<file path="config.mk">
export PLATFORM = sky130hd
export DESIGN_NAME = bph_ports
export DESIGN_NICKNAME = d
export VERILOG_FILES = /design/src/bph_fifo.v /design/src/bph_ports.v
export VERILOG_INCLUDE_DIRS = /design/src
export SDC_FILE = /design/constraint.sdc
export NUM_CORES = 1
export LEC_CHECK = 0
export ABC_AREA = 1
export BUFFER_PORTS_ARGS = -buffer_cell sky130_fd_sc_hd__clkbuf_2
export CAP_MARGIN = 0
export CORE_UTILIZATION = 65
export CTS_BUF_LIST = sky130_fd_sc_hd__clkbuf_4
export DETAILED_ROUTE_END_ITERATION = 8
export GPL_TIMING_DRIVEN = 0
export HOLD_SLACK_MARGIN = 0.12
export PLACE_DENSITY = 0.91
export RECOVER_POWER = 25
export SYNTH_ARGS = -nofsm -noshare
export SYNTH_HDL_FRONTEND = slang
export SYNTH_HIERARCHICAL = 1
export SYNTH_SLANG_ARGS = --single-unit
</file>
<file path="constraint.sdc">
create_clock -name CORE_CLK_I -period 6 [get_ports CORE_CLK_I]
set_input_delay 0.9 -clock CORE_CLK_I [delete_from_list [all_inputs] [get_ports CORE_CLK_I]]
set_output_delay 0.9 -clock CORE_CLK_I [all_outputs]
set_load 0.05 [all_outputs]
</file>
<file path="src/bph_consts.vh">
// constants for the byte ports with handshake block
`ifndef BPH_CONSTS_VH
`define BPH_CONSTS_VH
`define BPH_ADDR_BYTE_PORT 8'h01
`define BPH_ADDR_BIT_PORT 8'h02
`define BPH_ADDR_CTRL_PORT 8'h03
`define BPH_ADDR_BIT_DIR 8'hf6
`define BPH_ADDR_CTRL_MODE 8'hf7
`define BPH_ADDR_SHARED_MODE 8'hf8
`define BPH_BYTE_DIR_HI 4
`define BPH_BYTE_DIR_LO 3
`define BPH_BYTE_MODE_OUT 2'b00
`define BPH_BYTE_MODE_IN 2'b01
`define BPH_CM_PUSH_PULL 0
`define BPH_CM_BYTE_HS_HI 4
`define BPH_CM_BYTE_HS_LO 3
`define BPH_CM_BIT_HS 6
`define BPH_CTRL_BIT_STROBE 1
`define BPH_CTRL_BYTE_STROBE 3
`define BPH_CTRL_BYTE_HS_OUT 0
`define BPH_CTRL_BIT_HS_OUT 2
`define BPH_BIT_LINE_SDI 0
`define BPH_BIT_LINE_SDO 7
`define BPH_BIT_HS_REF 7
`define BPH_RST_SHARED_MODE 8'h08
`define BPH_RST_CTRL_MODE 8'h00
`define BPH_RST_BIT_DIR 8'hff
`define BPH_RST_BYTE 8'h00
`define BPH_RST_CTRL_OUT 4'hf
`define BPH_FIFO_DEPTH 16
`define BPH_FIFO_AW 4
`endif

</file>
<file path="src/bph_fifo.v">
// flip-flop fifo with valid/ready on both sides
`timescale 1ns/1ps
`default_nettype none
module bph_fifo #(
    parameter WIDTH = 8,
    parameter DEPTH = 16,
    parameter AW = 4
) (
    input wire clk_i,
    input wire rst_b_i,
    input wire in_valid_i,
    output wire in_ready_o,
    input wire [WIDTH-1:0] in_data_i,
    output wire out_valid_o,
    input wire out_ready_i,
    output wire [WIDTH-1:0] out_data_o
);
    reg [WIDTH-1:0] mem_reg [0:DEPTH-1];
    reg [AW-1:0] wr_ptr_reg;
    reg [AW-1:0] rd_ptr_reg;
    reg [AW:0] count_reg;
    wire push;
    wire pop;
    assign in_ready_o = (count_reg != DEPTH[AW:0]);
    assign out_valid_o = (count_reg != {(AW+1){1'b0}});
    assign out_data_o = mem_reg[rd_ptr_reg];
    assign push = in_valid_i & in_ready_o;
    assign pop = out_valid_o & out_ready_i;
    always @(posedge clk_i) begin
        if (push) begin
            mem_reg[wr_ptr_reg] <= in_data_i;
        end
    end
    always @(posedge clk_i) begin
        if (!rst_b_i) begin
            wr_ptr_reg <= {AW{1'b0}};
            rd_ptr_reg <= {AW{1'b0}};
            count_reg <= {(AW+1){1'b0}};
        end else begin
            if (push) begin
                wr_ptr_reg <= (wr_ptr_reg == DEPTH[AW-1:0] - 1'b1) ? {AW{1'b0}} : wr_ptr_reg + 1'b1;
            end
            if (pop) begin
                rd_ptr_reg <= (rd_ptr_reg == DEPTH[AW-1:0] - 1'b1) ? {AW{1'b0}} : rd_ptr_reg + 1'b1;
            end
            if (push && !pop) begin
                count_reg <= count_reg + 1'b1;
            end else if (pop && !push) begin
                count_reg <= count_reg - 1'b1;
            end
        end
    end
endmodule
`default_nettype wire

</file>
<file path="src/bph_ports.v">
// byte port, bit port and control port with interlocked handshake
// Summary of operation
// - byte port data register lives at 01h; writes load its output register
// - byte port read in output mode returns pin levels
// - byte port read in input mode without handshake returns pin levels
// - handshake inputs read the strobe-captured input register, not live pins
// - byte direction from shared mode bits 4:3; 00 output, 01 input
// - byte port may instead carry multiplexed external address/data
// - byte port handshake on only when control mode bits 4 and 3 set
// - byte handshake: line3 strobe/ready in, line4 ready/strobe out
// - byte handshake direction follows byte port direction
// - bit port direction per bit from register f6h; one is input
// - bit port write at 02h drives output lines at once
// - bit port output line read returns external pin level
// - one global setting picks push-pull or open-drain for bit port outputs
// - with serial enabled, bit line0 is serial in, line7 serial out
// - bit port handshake enabled by control mode bit 6
// - bit handshake: line1 strobe/ready in, line6 ready/strobe out
// - bit handshake follows bit7 direction; only matching lines take part
// - control port lines 0-3 always inputs, 4-7 always outputs
// - control port has one shared input and one shared output register
// - control writes at 03h skip output lines used by handshake
// - control read gives input levels and driven output line levels
// - first falling strobe captures data; held until software reads
// - ready returns high only after read and with strobe high
// - output write drops data-valid low only while ready input high
// - falling ready input in output handshake raises an interrupt request
`timescale 1ns/1ps
`default_nettype none
`include "bph_consts.vh"
module bph_ports (
    input wire CORE_CLK_I,
    input wire RST_B_I,
    input wire [7:0] REG_ADDR_I,
    input wire REG_WR_I,
    input wire [7:0] REG_WDATA_I,
    input wire REG_RD_I,
    output reg [7:0] REG_RDATA_O,
    input wire [7:0] BYTE_PORT_I,
    output reg [7:0] BYTE_PORT_O,
    output reg [7:0] BYTE_PORT_OE_O,
    input wire [7:0] EXT_MEM_AD_I,
    input wire EXT_MEM_AD_OE_I,
    output reg BYTE_TX_READY_O,
    input wire [7:0] BIT_PORT_I,
    output reg [7:0] BIT_PORT_O,
    output reg [7:0] BIT_PORT_OE_O,
    input wire SERIAL_EN_I,
    input wire SERIAL_DATA_OUT_I,
    output reg SERIAL_DATA_IN_O,
    input wire [3:0] CTRL_PORT_I,
    output reg [3:0] CTRL_PORT_O,
    output reg BYTE_HS_IRQ_O,
    output reg BIT_HS_IRQ_O
);
    localparam ST_IDLE = 2'b01;
    localparam ST_SENT = 2'b10;
    reg [7:0] shared_port_mode_reg;
    reg [7:0] control_port_mode_reg;
    reg [7:0] bit_port_direction_reg;
    reg [7:0] byte_out_reg;
    reg [7:0] byte_in_reg;
    reg [7:0] bit_out_reg;
    reg [7:0] bit_in_reg;
    reg [3:0] ctrl_out_reg;
    reg [3:0] ctrl_sync1_reg;
    reg [3:0] ctrl_sync2_reg;
    reg [3:0] ctrl_prev_reg;
    reg byte_latched_reg;
    reg bit_latched_reg;
    reg byte_rdy_reg;
    reg bit_rdy_reg;
    reg [1:0] byte_tx_state_reg;
    reg [1:0] byte_tx_state_next;
    reg bit_dav_reg;
    reg [7:0] rdata_next;
    reg [3:0] ctrl_pins_next;
    wire [1:0] byte_mode;
    wire byte_is_out;
    wire byte_is_in;
    wire byte_is_ad;
    wire byte_hs_en;
    wire byte_in_hs;
    wire byte_out_hs;
    wire bit_hs_en;
    wire bit_in_hs;
    wire bit_out_hs;
    wire [7:0] bit_hs_lines;
    wire byte_strobe;
    wire bit_strobe;
    wire byte_strobe_fall;
    wire bit_strobe_fall;
    wire wr_byte;
    wire wr_bit;
    wire rd_byte;
    wire rd_bit;
    wire fifo_in_ready;
    wire fifo_out_valid;
    wire fifo_out_ready;
    wire [7:0] fifo_out_data;
    wire [7:0] bit_read;
    assign byte_mode = {shared_port_mode_reg[`BPH_BYTE_DIR_HI], shared_port_mode_reg[`BPH_BYTE_DIR_LO]};
    assign byte_is_out = (byte_mode == `BPH_BYTE_MODE_OUT);
    assign byte_is_in = (byte_mode == `BPH_BYTE_MODE_IN);
    assign byte_is_ad = shared_port_mode_reg[`BPH_BYTE_DIR_HI];
    assign byte_hs_en = control_port_mode_reg[`BPH_CM_BYTE_HS_HI] & control_port_mode_reg[`BPH_CM_BYTE_HS_LO];
    assign byte_in_hs = byte_hs_en & byte_is_in;
    assign byte_out_hs = byte_hs_en & byte_is_out;
    assign bit_hs_en = control_port_mode_reg[`BPH_CM_BIT_HS];
    assign bit_in_hs = bit_hs_en & bit_port_direction_reg[`BPH_BIT_HS_REF];
    assign bit_out_hs = bit_hs_en & ~bit_port_direction_reg[`BPH_BIT_HS_REF];
    assign bit_hs_lines = bit_port_direction_reg ~^ {8{bit_port_direction_reg[`BPH_BIT_HS_REF]}};
    // edges seen only after the two-flop stage
    assign byte_strobe = ctrl_sync2_reg[`BPH_CTRL_BYTE_STROBE];
    assign bit_strobe = ctrl_sync2_reg[`BPH_CTRL_BIT_STROBE];
    assign byte_strobe_fall = ctrl_prev_reg[`BPH_CTRL_BYTE_STROBE] & ~byte_strobe;
    assign bit_strobe_fall = ctrl_prev_reg[`BPH_CTRL_BIT_STROBE] & ~bit_strobe;
    assign wr_byte = REG_WR_I & (REG_ADDR_I == `BPH_ADDR_BYTE_PORT);
    assign wr_bit = REG_WR_I & (REG_ADDR_I == `BPH_ADDR_BIT_PORT);
    assign rd_byte = REG_RD_I & (REG_ADDR_I == `BPH_ADDR_BYTE_PORT);
    assign rd_bit = REG_RD_I & (REG_ADDR_I == `BPH_ADDR_BIT_PORT);
    // output handshake pops a queued byte only when idle and ready is high
    assign fifo_out_ready = byte_out_hs & (byte_tx_state_reg == ST_IDLE) & byte_strobe;
    bph_fifo #(
        .WIDTH(8),
        .DEPTH(`BPH_FIFO_DEPTH),
        .AW(`BPH_FIFO_AW)
    ) u_tx_fifo (
        .clk_i(CORE_CLK_I),
        .rst_b_i(RST_B_I),
        .in_valid_i(wr_byte & byte_out_hs),
        .in_ready_o(fifo_in_ready),
        .in_data_i(REG_WDATA_I),
        .out_valid_o(fifo_out_valid),
        .out_ready_i(fifo_out_ready),
        .out_data_o(fifo_out_data)
    );
    // mode and direction registers
    always @(posedge CORE_CLK_I) begin
        if (!RST_B_I) begin
            shared_port_mode_reg <= `BPH_RST_SHARED_MODE;
            control_port_mode_reg <= `BPH_RST_CTRL_MODE;
            bit_port_direction_reg <= `BPH_RST_BIT_DIR;
        end else if (REG_WR_I) begin
            if (REG_ADDR_I == `BPH_ADDR_SHARED_MODE) begin
                shared_port_mode_reg <= REG_WDATA_I;
            end
            if (REG_ADDR_I == `BPH_ADDR_CTRL_MODE) begin
                control_port_mode_reg <= REG_WDATA_I;
            end
            if (REG_ADDR_I == `BPH_ADDR_BIT_DIR) begin
                bit_port_direction_reg <= REG_WDATA_I;
            end
        end
    end

    // synchronizer for incoming control lines
    always @(posedge CORE_CLK_I) begin
        if (!RST_B_I) begin
            ctrl_sync1_reg <= 4'hf;
            ctrl_sync2_reg <= 4'hf;
            ctrl_prev_reg <= 4'hf;
        end else begin
            ctrl_sync1_reg <= CTRL_PORT_I;
            ctrl_sync2_reg <= ctrl_sync1_reg;
            ctrl_prev_reg <= ctrl_sync2_reg;
        end
    end

    // byte port input handshake
    always @(posedge CORE_CLK_I) begin
        if (!RST_B_I) begin
            byte_in_reg <= `BPH_RST_BYTE;
            byte_latched_reg <= 1'b0;
            byte_rdy_reg <= 1'b1;
        end else if (!byte_in_hs) begin
            byte_latched_reg <= 1'b0;
            byte_rdy_reg <= 1'b1;
        end else if (byte_strobe_fall && !byte_latched_reg) begin
            byte_in_reg <= BYTE_PORT_I;
            byte_latched_reg <= 1'b1;
            byte_rdy_reg <= 1'b0;
        end else begin
            if (rd_byte) begin
                byte_latched_reg <= 1'b0;
            end
            if (!byte_latched_reg && byte_strobe) begin
                byte_rdy_reg <= 1'b1;
            end
        end
    end

    // byte port output handshake state
    always @* begin
        byte_tx_state_next = byte_tx_state_reg;
        case (byte_tx_state_reg)
            ST_IDLE: begin
                if (fifo_out_valid && fifo_out_ready) begin
                    byte_tx_state_next = ST_SENT;
                end
            end
            ST_SENT: begin
                if (!byte_strobe || !byte_out_hs) begin
                    byte_tx_state_next = ST_IDLE;
                end
            end
            default: begin
                byte_tx_state_next = ST_IDLE;
            end
        endcase
    end

    always @(posedge CORE_CLK_I) begin
        if (!RST_B_I) begin
            byte_tx_state_reg <= ST_IDLE;
            byte_out_reg <= `BPH_RST_BYTE;
        end else begin
            byte_tx_state_reg <= byte_tx_state_next;
            if (fifo_out_valid && fifo_out_ready) begin
                byte_out_reg <= fifo_out_data;
            end else if (wr_byte && !byte_out_hs) begin
                byte_out_reg <= REG_WDATA_I;
            end
        end
    end

    // bit port data and handshake
    always @(posedge CORE_CLK_I) begin
        if (!RST_B_I) begin
            bit_out_reg <= `BPH_RST_BYTE;
            bit_in_reg <= `BPH_RST_BYTE;
            bit_latched_reg <= 1'b0;
            bit_rdy_reg <= 1'b1;
            bit_dav_reg <= 1'b1;
        end else begin
            if (wr_bit) begin
                bit_out_reg <= REG_WDATA_I;
            end
            if (!bit_in_hs) begin
                bit_latched_reg <= 1'b0;
                bit_rdy_reg <= 1'b1;
            end else if (bit_strobe_fall && !bit_latched_reg) begin
                bit_in_reg <= BIT_PORT_I;
                bit_latched_reg <= 1'b1;
                bit_rdy_reg <= 1'b0;
            end else begin
                if (rd_bit) begin
                    bit_latched_reg <= 1'b0;
                end
                if (!bit_latched_reg && bit_strobe) begin
                    bit_rdy_reg <= 1'b1;
                end
            end
            if (!bit_out_hs || !bit_strobe) begin
                bit_dav_reg <= 1'b1;
            end else if (wr_bit) begin
                bit_dav_reg <= 1'b0;
            end
        end
    end

    // interrupt requests: capture in input mode, falling ready in output mode
    always @(posedge CORE_CLK_I) begin
        if (!RST_B_I) begin
            BYTE_HS_IRQ_O <= 1'b0;
            BIT_HS_IRQ_O <= 1'b0;
        end else begin
            BYTE_HS_IRQ_O <= (byte_in_hs & byte_strobe_fall & ~byte_latched_reg) |
                             (byte_out_hs & byte_strobe_fall);
            BIT_HS_IRQ_O <= (bit_in_hs & bit_strobe_fall & ~bit_latched_reg) |
                            (bit_out_hs & bit_strobe_fall);
        end
    end

    // control port: one output register, handshake lines guarded from writes
    always @(posedge CORE_CLK_I) begin
        if (!RST_B_I) begin
            ctrl_out_reg <= `BPH_RST_CTRL_OUT;
        end else if (REG_WR_I && REG_ADDR_I == `BPH_ADDR_CTRL_PORT) begin
            if (!byte_hs_en) begin
                ctrl_out_reg[`BPH_CTRL_BYTE_HS_OUT] <= REG_WDATA_I[4 + `BPH_CTRL_BYTE_HS_OUT];
            end
            if (!bit_hs_en) begin
                ctrl_out_reg[`BPH_CTRL_BIT_HS_OUT] <= REG_WDATA_I[4 + `BPH_CTRL_BIT_HS_OUT];
            end
            ctrl_out_reg[1] <= REG_WDATA_I[5];
            ctrl_out_reg[3] <= REG_WDATA_I[7];
        end
    end

    always @* begin
        ctrl_pins_next = ctrl_out_reg;
        if (byte_in_hs) begin
            ctrl_pins_next[`BPH_CTRL_BYTE_HS_OUT] = byte_rdy_reg;
        end else if (byte_out_hs) begin
            ctrl_pins_next[`BPH_CTRL_BYTE_HS_OUT] = (byte_tx_state_reg != ST_SENT);
        end
        if (bit_in_hs) begin
            ctrl_pins_next[`BPH_CTRL_BIT_HS_OUT] = bit_rdy_reg;
        end else if (bit_out_hs) begin
            ctrl_pins_next[`BPH_CTRL_BIT_HS_OUT] = bit_dav_reg;
        end
    end

    // per-bit drive of the bit port
    genvar gi;
    generate
        for (gi = 0; gi < 8; gi = gi + 1) begin : g_bit
            wire spi_out;
            wire spi_in;
            wire is_out;
            wire level;
            assign spi_out = SERIAL_EN_I & (gi == `BPH_BIT_LINE_SDO);
            assign spi_in = SERIAL_EN_I & (gi == `BPH_BIT_LINE_SDI);
            assign is_out = ~bit_port_direction_reg[gi] & ~spi_in;
            assign level = spi_out ? SERIAL_DATA_OUT_I : bit_out_reg[gi];
            always @(posedge CORE_CLK_I) begin
                if (!RST_B_I) begin
                    BIT_PORT_O[gi] <= 1'b0;
                    BIT_PORT_OE_O[gi] <= 1'b0;
                end else begin
                    BIT_PORT_O[gi] <= level;
                    BIT_PORT_OE_O[gi] <= (is_out | spi_out) &
                        (control_port_mode_reg[`BPH_CM_PUSH_PULL] | ~level);
                end
            end
        end
    endgenerate

    assign bit_read = bit_in_hs ? ((bit_in_reg & bit_hs_lines) | (BIT_PORT_I & ~bit_hs_lines)) : BIT_PORT_I;

    // read mux
    always @* begin
        rdata_next = 8'h00;
        case (REG_ADDR_I)
            `BPH_ADDR_BYTE_PORT: rdata_next = byte_in_hs ? byte_in_reg : BYTE_PORT_I;
            `BPH_ADDR_BIT_PORT: rdata_next = bit_read;
            `BPH_ADDR_CTRL_PORT: rdata_next = {CTRL_PORT_O, ctrl_sync2_reg};
            `BPH_ADDR_BIT_DIR: rdata_next = bit_port_direction_reg;
            `BPH_ADDR_SHARED_MODE: rdata_next = shared_port_mode_reg;
            default: rdata_next = 8'h00;
        endcase
    end

    // pin and read-data flops
    always @(posedge CORE_CLK_I) begin
        if (!RST_B_I) begin
            REG_RDATA_O <= 8'h00;
            BYTE_PORT_O <= `BPH_RST_BYTE;
            BYTE_PORT_OE_O <= 8'h00;
            BYTE_TX_READY_O <= 1'b0;
            SERIAL_DATA_IN_O <= 1'b0;
            CTRL_PORT_O <= `BPH_RST_CTRL_OUT;
        end else begin
            if (REG_RD_I) begin
                REG_RDATA_O <= rdata_next;
            end
            BYTE_PORT_O <= byte_is_ad ? EXT_MEM_AD_I : byte_out_reg;
            BYTE_PORT_OE_O <= {8{byte_is_ad ? EXT_MEM_AD_OE_I : byte_is_out}};
            BYTE_TX_READY_O <= fifo_in_ready;
            SERIAL_DATA_IN_O <= BIT_PORT_I[`BPH_BIT_LINE_SDI];
            CTRL_PORT_O <= ctrl_pins_next;
        end
    end
endmodule
`default_nettype wire

</file>
==> results of run 1 <==
logic make-up after synthesis:
group,share of synthesized area [%]
AND/OR/NAND/NOR,27.77
AO/OA/AOI/OAI,5.986
multiplexers,0.09002
adder cells (fa/ha/maj),1.193
XOR/XNOR,0.3150
flip-flops,58.15
buffers and inverters,6.493
power by group through the flow:
stage               Clock (mW)  Sequential, mW  Combinational, mW
global route              1.52            1.86              0.131
global placement             0            1.90              0.117
detailed placement           0            1.90              0.120
CTS                       1.41            1.86              0.121
finish                    1.41            1.86              0.123
floorplan                    0            1.92             0.0439
synthesized netlist by cell type (2+ instances only):
cell type / instances
nand3_4: 2
dfxtp_1: 131
or2_2: 10
nand2_2: 9
edfxtp_1: 128
ha_1: 9
buf_2: 18
buf_4: 13
a211oi_1: 6
o21ai_0: 65
a21oi_1: 32
nand2_4: 3
o21ai_1: 10
inv_2: 10
nor2_2: 3
inv_1: 88
clkbuf_1: 16
nand3_1: 162
nor2_8: 2
nand2_1: 339
a21oi_2: 2
buf_6: 7
nand3b_1: 9
nand3_2: 3
o211ai_1: 5
a21boi_0: 2
nor2_4: 7
nand4_1: 3
nor2_1: 139
xor2_1: 4
routing by layer:
metal,GRT usage (%),up-vias
li1,-,4476
met1,43.70,4383
met2,50.99,699
met3,7.586,104
met4,16.79,0
met5,0,-
through the flow:
| step | cell area (µm²) | worst slack (ns) |
|---|---|---|
| 2_1_floorplan | 11120 | 2.916 |
| 5_1_grt | 12640 | 2.697 |
| 4_1_cts | 12650 | 2.881 |
| 3_3_place_gp | 11880 | 2.364 |
| 3_5_place_dp | 11880 | 2.303 |
| 6_report | 12640 | 2.848 |
cells in the final DEF (no fill, tap or decap), types with 4 or more instances in the layout:
| cell type | synthesis | final |
|---|---|---|
| dfxtp_1 | 131 | 131 |
| inv_2 | 10 | 12 |
| o21ai_1 | 10 | 10 |
| a21oi_1 | 32 | 32 |
| a211oi_1 | 6 | 6 |
| or2_2 | 10 | 10 |
| nand3b_1 | 9 | 9 |
| clkinv_1 | 1 | 20 |
| buf_2 | 18 | 18 |
| inv_1 | 88 | 88 |
| nor2_4 | 7 | 7 |
| clkbuf_2 | 0 | 89 |
| ha_1 | 9 | 9 |
| buf_6 | 7 | 7 |
| clkbuf_4 | 0 | 90 |
| nand3_1 | 162 | 162 |
| buf_4 | 13 | 13 |
| nor2_1 | 139 | 139 |
| clkbuf_1 | 16 | 24 |
| o211ai_1 | 5 | 5 |
| clkinv_2 | 1 | 4 |
| nand2_1 | 339 | 339 |
| xor2_1 | 4 | 4 |
| o21ai_0 | 65 | 65 |
| edfxtp_1 | 128 | 128 |
| nand2_2 | 9 | 9 |
critical path, stage by stage (launching register included):
cell and delay, ns:
dfxtp_1 0.36, nand2_2 0.10, inv_2 0.07, buf_4 0.18
nand2_4 0.10, nor4_1 0.56, nand2_2 0.22, inv_2 0.17
ha_1 0.21, inv_1 0.11, ha_1 0.32, or2_2 0.32
nand3_1 0.08, nand2_1 0.04, o21ai_0 0.14, inv_1 0.05
final cells by class:
type | instances | area (µm²)
Sequential cell | 259 | 6466
Fill cell | 1088 | 4000
Multi-Input combinational cell | 834 | 3931
Clock buffer | 90 | 675.6
Timing Repair Buffer | 97 | 475.5
Inverter | 102 | 391.6
Buffer | 55 | 330.3
Tap cell | 220 | 275.3
Clock inverter | 24 | 93.84
Antenna cell | 1 | 2.502
path summary, 6_finish.rpt:
kind	from	to	slack [ns]	cells after the start
worst max register to register	control_port_mode_reg[3]$_SDFFE_PN0P_	u_tx_fifo/count_reg[3]$_SDFFE_PN0P_	2.85	15
worst max-delay path	control_port_mode_reg[3]$_SDFFE_PN0P_	u_tx_fifo/count_reg[3]$_SDFFE_PN0P_	2.85	15
worst min-delay path	ctrl_sync1_reg[2]$_SDFF_PN1_	ctrl_sync2_reg[2]$_SDFF_PN1_	0.41	1
worst min register to register	ctrl_sync1_reg[2]$_SDFF_PN1_	ctrl_sync2_reg[2]$_SDFF_PN1_	0.41	1
==> impl_metrics.ini, run 1 <==
[synth]
synth_area_leader_cell = edfxtp_1
netlist_instances = 1250
async_reset_ff_share_pct = 0
ys_ff_latch = 259
synth_flop_cell = dfxtp_1
synth.distinct_cells = 43
synth.top_cell.area_share_pct = 34.57
synth_area_um2 = 11120
synth_area_per_cell_um2 = 8.896
synth_nets = 1311
ys_seq_area_share_pct = 58.15
synthTopCellsByArea = edfxtp_1, dfxtp_1, nand2_1
yosysWarnings = 6
synth-edff-count = 128

[clock_tree]
cts_made_buffers = 67
cts.root.buffer_cell = clkbuf_4
htree_levels = 3
cts_tree = yes
cts-resized-gates = 0
cts_buffer_depth = 3
postCtsSetupRepairBufs = 0
clkTransAtPathRegs_ns = 0.07
clock-sinks = 259
insertion_delay_ns = 0.67
cts_hold_buf = 0

[sta]
rsz0062_at_grt = false
hold_ws_ns = 0.4113
worst_pin_slew_ns = 1.271
period_needed_ns = 3.152
fin_crit_sh_pct = 52.54
finalSetupTns_ns = 0
setup_viol = 0
clock.fmax_mhz = 317.2
finalMaxSlewViolations = 0
maxSlewHeadroom_pct = 15.28
finClkSkew_ns = 0.04034
hold_viol_final = 0

[pwr]
switching_share_pct = 23.82
comb_power_share_pct = 3.6
power_density_nw_per_um2 = 268.8
internal_power_mw = 2.589
switchingPower_mw = 0.8094
totalPowerFinal_mw = 3.398
p_seq_share_pct = 54.9
power_frac_clock_pct = 41.5
ir_drop_mv = 0.2015
p_leak_nw = 5.558

[grt]
antenna_found_initial = 1
first_global_vias = 9132
grt-ovfl-total = 0
grt_start_max_net_pins = 23
grt_pass1_wl_um = 44930
grt.total_usage_pct = 32.98

[placement]
routabilityCongestion = 0.9232
dp_hpwl_um = 19020
dp_cells = 1567
portBuffers = 97

[routing]
drc = 0
drtAntennaViolNets = 0
top_layer = met4
routed_wl_um = 28470
wl_met1_um = 10970
drt_first_iter_violations = 1189
wl_met3_um = 3533
vias = 9662
routed-wl-met2_um = 13020
drt_pre_antenna_iters = 9
viasPerCell = 5.744
wl_per_cell_um = 16.93

[finish]
final_nets = 1477
post-route-util_pct = 75.96
largest_register_ffs = 128
final_cells = 1682
drive_gt1_share_pct = 19.03
area_growth_pct = 13.69

[worst_setup_path]
worstPathRequired_ns = 6.56
cp-start-kind = flop
worst-setup-path-type = reg2reg
path_max_fanout = 10
cp_data_arrival_time_ns = 3.71
crit_path_end_kind = flop

[floorplanning]
rows = 47
initial_core_util_pct = 66.81
dieHeight_um = 132.8
io_pins = 99
dieArea_um2 = 17630
die_x_um = 132.8
core_um2 = 16640

[worst_hold_path]
hold_path_class = reg2reg

[outcome]
status = finished, final reports clean

[job]
drv_cap = 0
Power figures use the tool's default switching activity.
==> inputs of run 2 (changes only) <==
Settings changed: CORE_UTILIZATION 65 to 56, PLACE_DENSITY 0.91 to 0.84.
Clock period 6 ns to 2.75 ns, I/O delays scaled along.
==> impl_metrics.ini, run 2 (synthesis gave the netlist of run 1 again) <==
[floorplanning]
dieArea_um2 = 20420
initial_core_util_pct = 57.13
rows = 51
dieHeight_um = 142.9
io_pins = 99
die_x_um = 142.9
core_um2 = 19460

[routing]
drt_pre_antenna_iters = 6
viasPerCell = 5.489
drc = 0
vias = 9666
wl_per_cell_um = 16.63
drt_first_iter_violations = 1110
routed_wl_um = 29290
drtAntennaViolNets = 0

[pwr]
internal_power_mw = 5.944
p_leak_nw = 5.751
comb_power_share_pct = 4.0
ir_drop_mv = 0.4060
power_density_nw_per_um2 = 584.9
power_frac_clock_pct = 43.1
switching_share_pct = 22.70
switchingPower_mw = 1.745
p_seq_share_pct = 52.9
totalPowerFinal_mw = 7.690

[worst_setup_path]
worstPathRequired_ns = 3.29
cp_data_arrival_time_ns = 3.24
cp-start-kind = flop
reg2reg_depth = 15
worst-setup-path-type = reg2reg
r2r_slack_ns = 0.04
cp-startpoint = control_port_mode_reg[4]$_SDFFE_PN0P_
reg2reg_from = control_port_mode_reg[4]$_SDFFE_PN0P_
reg2reg_to = u_tx_fifo/count_reg[3]$_SDFFE_PN0P_
path_max_fanout = 10
crit_path_end_kind = flop

[sta]
finClkSkew_ns = 0.04394
hold_viol_final = 0
finalMaxSlewViolations = 0
period_needed_ns = 2.706
maxSlewHeadroom_pct = 12.89
clock.fmax_mhz = 369.6
worst_pin_slew_ns = 1.307
fin_crit_sh_pct = 98.39
setup_viol = 0
finalSetupTns_ns = 0

[clock_tree]
clkTransAtPathRegs_ns = 0.07
cts_made_buffers = 68
cts.root.buffer_cell = clkbuf_4
cts_tree = yes
clock-sinks = 259
htree_levels = 3
cts_buffer_depth = 3
insertion_delay_ns = 0.67

[worst_hold_path]
min_to = control_port_mode_reg[3]$_SDFFE_PN0P_
hp-start = REG_ADDR_I[0]
hold_path_class = in2reg
worstHoldPathCells = 3

[placement]
portBuffers = 97
routabilityCongestion = 0.9514
dp_hpwl_um = 18980

[finish]
final_nets = 1512
mostFrequentLayoutCell = nand2_1
num-fill-cells = 1503
area_growth_pct = 18.24
seqCellArea_um2 = 6469
multi_input_area_um2 = 3964
layout_common_cells = nand2_1, nand3_1, nor2_1, dfxtp_1, edfxtp_1
largest_register_ffs = 128
drive_gt1_share_pct = 19.67

[grt]
grt_start_max_net_pins = 23
antenna_found_initial = 1
grt.total_usage_pct = 29.30
first_global_vias = 8992
grt-ovfl-total = 0
grt_pass1_wl_um = 45390

[job]
drv_cap = 0

[outcome]
status = finished, final reports clean
-- run 2: changes by cell type in the layout (fill, tap and decap cells not counted), sizes merged --
| cell | delta |
|---|---|
| dlygate4sd3 | +32 |
| clkbuf | +6 |
| clkinv | -9 |
| buf | +2 |
| bufinv | +2 |
| inv | +1 |
-- run 2: worst max path at each step --
stage / cells after the start / endpoint / slack [ns]
final: 15 / u_tx_fifo/count_reg[3]$_SDFFE_PN0P_ / 0.04
after global routing: 15 / u_tx_fifo/count_reg[4]$_SDFFE_PN0P_ / -0.06
after CTS: 15 / u_tx_fifo/count_reg[3]$_SDFFE_PN0P_ / 0.03
after detailed placement: 14 / u_tx_fifo/count_reg[3]$_SDFFE_PN0P_ / -0.46
after global placement: 14 / u_tx_fifo/count_reg[3]$_SDFFE_PN0P_ / -0.39
after floorplan: 13 / u_tx_fifo/count_reg[3]$_SDFFE_PN0P_ / 0.15
-- run 2: timing repair --
| item | CTS | global route |
|---|---|---|
| cloned | 0 | 0 |
| hold buffers | 32 | 0 |
| endpoints found under the hold margin | 36 | 0 |
| buffers inserted | 2 | 0 |
| resized for setup | 2 | 8 |
| pin swaps | 2 | 2 |
| endpoints found under the setup margin | 124 | 1 |
-- run 2: layout make-up --
| type | instances | share of cell area [%] |
|---|---|---|
| well taps | 265 | 2.522 |
| inverters | 102 | 2.998 |
| plain buffers | 55 | 2.541 |
| flip-flops and latches | 259 | 49.20 |
| multi-input cells | 834 | 30.15 |
| repair buffers | 131 | 6.167 |
| diodes | 1 | 0.01903 |
| clock buffers | 96 | 5.482 |
| clock inverters | 18 | 0.9231 |
-- run 2: critical path, cell delays in order (launching register included) --
cell,delay (ns)
dfxtp_2,0.35
nand2_2,0.10
inv_2,0.09
buf_6,0.14
nand2_4,0.11
nor4_4,0.39
nand2_2,0.14
inv_4,0.11
ha_2,0.21
inv_2,0.08
ha_4,0.22
or2_2,0.31
nand3_1,0.09
nand2_1,0.05
o21ai_0,0.14
inv_1,0.05
-- run 2: power groups by stage --
stage / combinational (mW) / clock (mW) / sequential [mW]
floorplan: 0.0958 / 0 / 4.18
global placement: 0.257 / 0 / 4.15
detailed placement: 0.262 / 0 / 4.15
CTS: 0.300 / 3.36 / 4.07
global route: 0.326 / 3.57 / 4.07
finish: 0.304 / 3.32 / 4.07
-- run 2: routing by layer --
| layer | part of all wire [%] | GRT usage (%) | wire length [µm] |
|---|---|---|---|
| met1 | 40 | 39.29 | 11830 |
| met2 | 46 | 45.65 | 13530 |
| met3 | 10 | 6.304 | 3030 |
| met4 | 3.1 | 13.19 | 895 |
| met5 | 0 | 0 | 0 |
-- run 2: through the flow --
step           cells  utilization (%)  worst slack [ns]  hold WS, ns  area, µm²
2_1_floorplan   1250                -            0.1533       0.3916      11120
3_3_place_gp    1612            61.33           -0.3886       0.3984      11940
3_5_place_dp    1612            61.33           -0.4559       0.3998      11940
4_1_cts         1760            67.46           0.03082       0.1583      13130
5_1_grt         1761            67.55          -0.05741       0.1976      13150
6_report        1761            67.55           0.04427       0.2000      13150
==> inputs of run 3 (changes only) <==
Settings changed: CORE_MARGIN from default to 5.
==> impl_metrics.ini, run 3 (synthesis gave the netlist of run 1 again) <==
[worst_setup_path]
r2r_slack_ns = 0.08
crit_buf_inv = 3
cp-startpoint = control_port_mode_reg[4]$_SDFFE_PN0P_
reg2reg_depth = 9
crit_path_end_kind = flop
cp-start-kind = flop
crit_path_max_incr_delay_ns = 0.68
worstPathRequired_ns = 3.04
cp_common_cell = nand2_2
cp_top_family = simple AND/OR/NAND/NOR gates
path_max_fanout = 10
cp_cell_sequence = nand2_2 -> inv_2 -> buf_8 -> nand2_8 -> nor4_4 -> nand2_2 -> inv_4 -> nand2_1 -> nor2_1
reg2reg_to = u_tx_fifo/mem_reg[6][4]$_DFFE_PP_
cp_data_arrival_time_ns = 2.96
reg2reg_from = control_port_mode_reg[4]$_SDFFE_PN0P_
cp_slowest_cell = nor2_1
worst-setup-path-type = reg2reg

[clock_tree]
cts_buffer_depth = 3
clkTransAtPathRegs_ns = 0.07
clock-sinks = 259
cts.root.buffer_cell = clkbuf_4
cts_tree = yes
cts_made_buffers = 67
insertion_delay_ns = 0.71
htree_levels = 3

[floorplanning]
core_um2 = 19530
die_x_um = 150.9
dieHeight_um = 150.9
initial_core_util_pct = 56.95
io_pins = 99
rows = 51
dieArea_um2 = 22770

[grt]
first_global_vias = 9479
grt.total_usage_pct = 26.89
antenna_found_initial = 1
grt_start_max_net_pins = 23
grt-ovfl-total = 0
grt_pass1_wl_um = 47380

[finish]
layout_common_cells = nand2_1, nand3_1, nor2_1, dfxtp_1, edfxtp_1
area_growth_pct = 19.05
seqCellArea_um2 = 6467
drive_gt1_share_pct = 19.99
largest_register_ffs = 128
final_cells = 1767
mostFrequentLayoutCell = nand2_1
multi_input_area_um2 = 3983
final_nets = 1513
num-fill-cells = 1470

[placement]
portBuffers = 97
dp_hpwl_um = 19400
routabilityCongestion = 0.9241
dp_cells = 1612
place_ws_ns = -0.4428

[sta]
finalMaxSlewViolations = 0
maxSlewHeadroom_pct = 11.13
period_needed_ns = 2.669
setup_ws_ns = 0.08115
rsz0062_at_grt = false
hold_viol_final = 0
clock.fmax_mhz = 374.7
worst_pin_slew_ns = 1.333
fin_crit_sh_pct = 97.05
setup_viol = 0
finClkSkew_ns = 0.06536

[pwr]
power_density_nw_per_um2 = 592.5
ir_drop_mv = 0.4141
totalPowerFinal_mw = 7.843
p_leak_nw = 5.755

[worst_hold_path]
min_to = REG_RDATA_O[4]$_SDFFE_PN0P_
hold_path_class = in2reg
worstHoldPathCells = 4
hp-start = REG_RD_I

[routing]
wl_per_cell_um = 17.16
vias = 9642
drtAntennaViolNets = 0
drt_pre_antenna_iters = 6
viasPerCell = 5.457
drc = 0
drt_first_iter_violations = 1150
routed_wl_um = 30330

[outcome]
status = finished, final reports clean

[job]
drv_cap = 0
## run 3: worst max-delay path by stage
stage	to	slack, ns	cells past startpoint
finish	u_tx_fifo/mem_reg[6][4]$_DFFE_PP_	0.08	9
global route	u_tx_fifo/count_reg[3]$_SDFFE_PN0P_	0.0007	15
CTS	u_tx_fifo/count_reg[3]$_SDFFE_PN0P_	0.03	15
detailed placement	u_tx_fifo/count_reg[3]$_SDFFE_PN0P_	-0.44	14
global placement	u_tx_fifo/count_reg[3]$_SDFFE_PN0P_	-0.40	14
floorplan	u_tx_fifo/count_reg[3]$_SDFFE_PN0P_	0.15	13
## run 3: final cells by class
class / count / area share [%]
Inverter: 102 / 2.977
Sequential cell: 259 / 48.86
Multi-Input combinational cell: 834 / 30.09
Clock buffer: 95 / 5.388
Clock inverter: 23 / 1.361
Tap cell: 265 / 2.505
Timing Repair Buffer: 133 / 6.257
Antenna cell: 1 / 0.01890
Buffer: 55 / 2.552
## run 3: layer usage
metal / GRT usage (%) / wire, µm
met2: 43.92 / 14430
met4: 11.92 / 1288
met5: 0 / 0
met1: 33.92 / 11420
met3: 6.822 / 3184
## run 3: per-stage QoR
step	utilization (%)	hold WS [ns]	instance area, µm²	TNS, ns
floorplan	-	0.3916	11120	0
global placement	61.13	0.3949	11940	-17.56
detailed placement	61.13	0.3977	11940	-22.74
CTS	67.55	0.1594	13190	0
global route	67.79	0.2142	13240	0
finish	67.79	0.1918	13240	0
## run 3: tightest hold or removal path, cell delays in order
cell	delay [ns]
clkbuf_1	0.19
nand3_1	0.14
nor2_1	0.05
nor2_1	0.07
## run 3: what timing repair did
item	4_1_cts	5_1_grt
hold buffers	33	0
endpoints found under the setup margin	124	13
pin swaps	2	2
buffers inserted	2	1
gates resized for setup	2	14
endpoints found under the hold margin	44	0
## run 3: power by group
group	switching (mW)	total, mW	internal (mW)
registers	0.00843	4.07	4.06
clock network	1.58	3.47	1.89
logic	0.210	0.307	0.0970
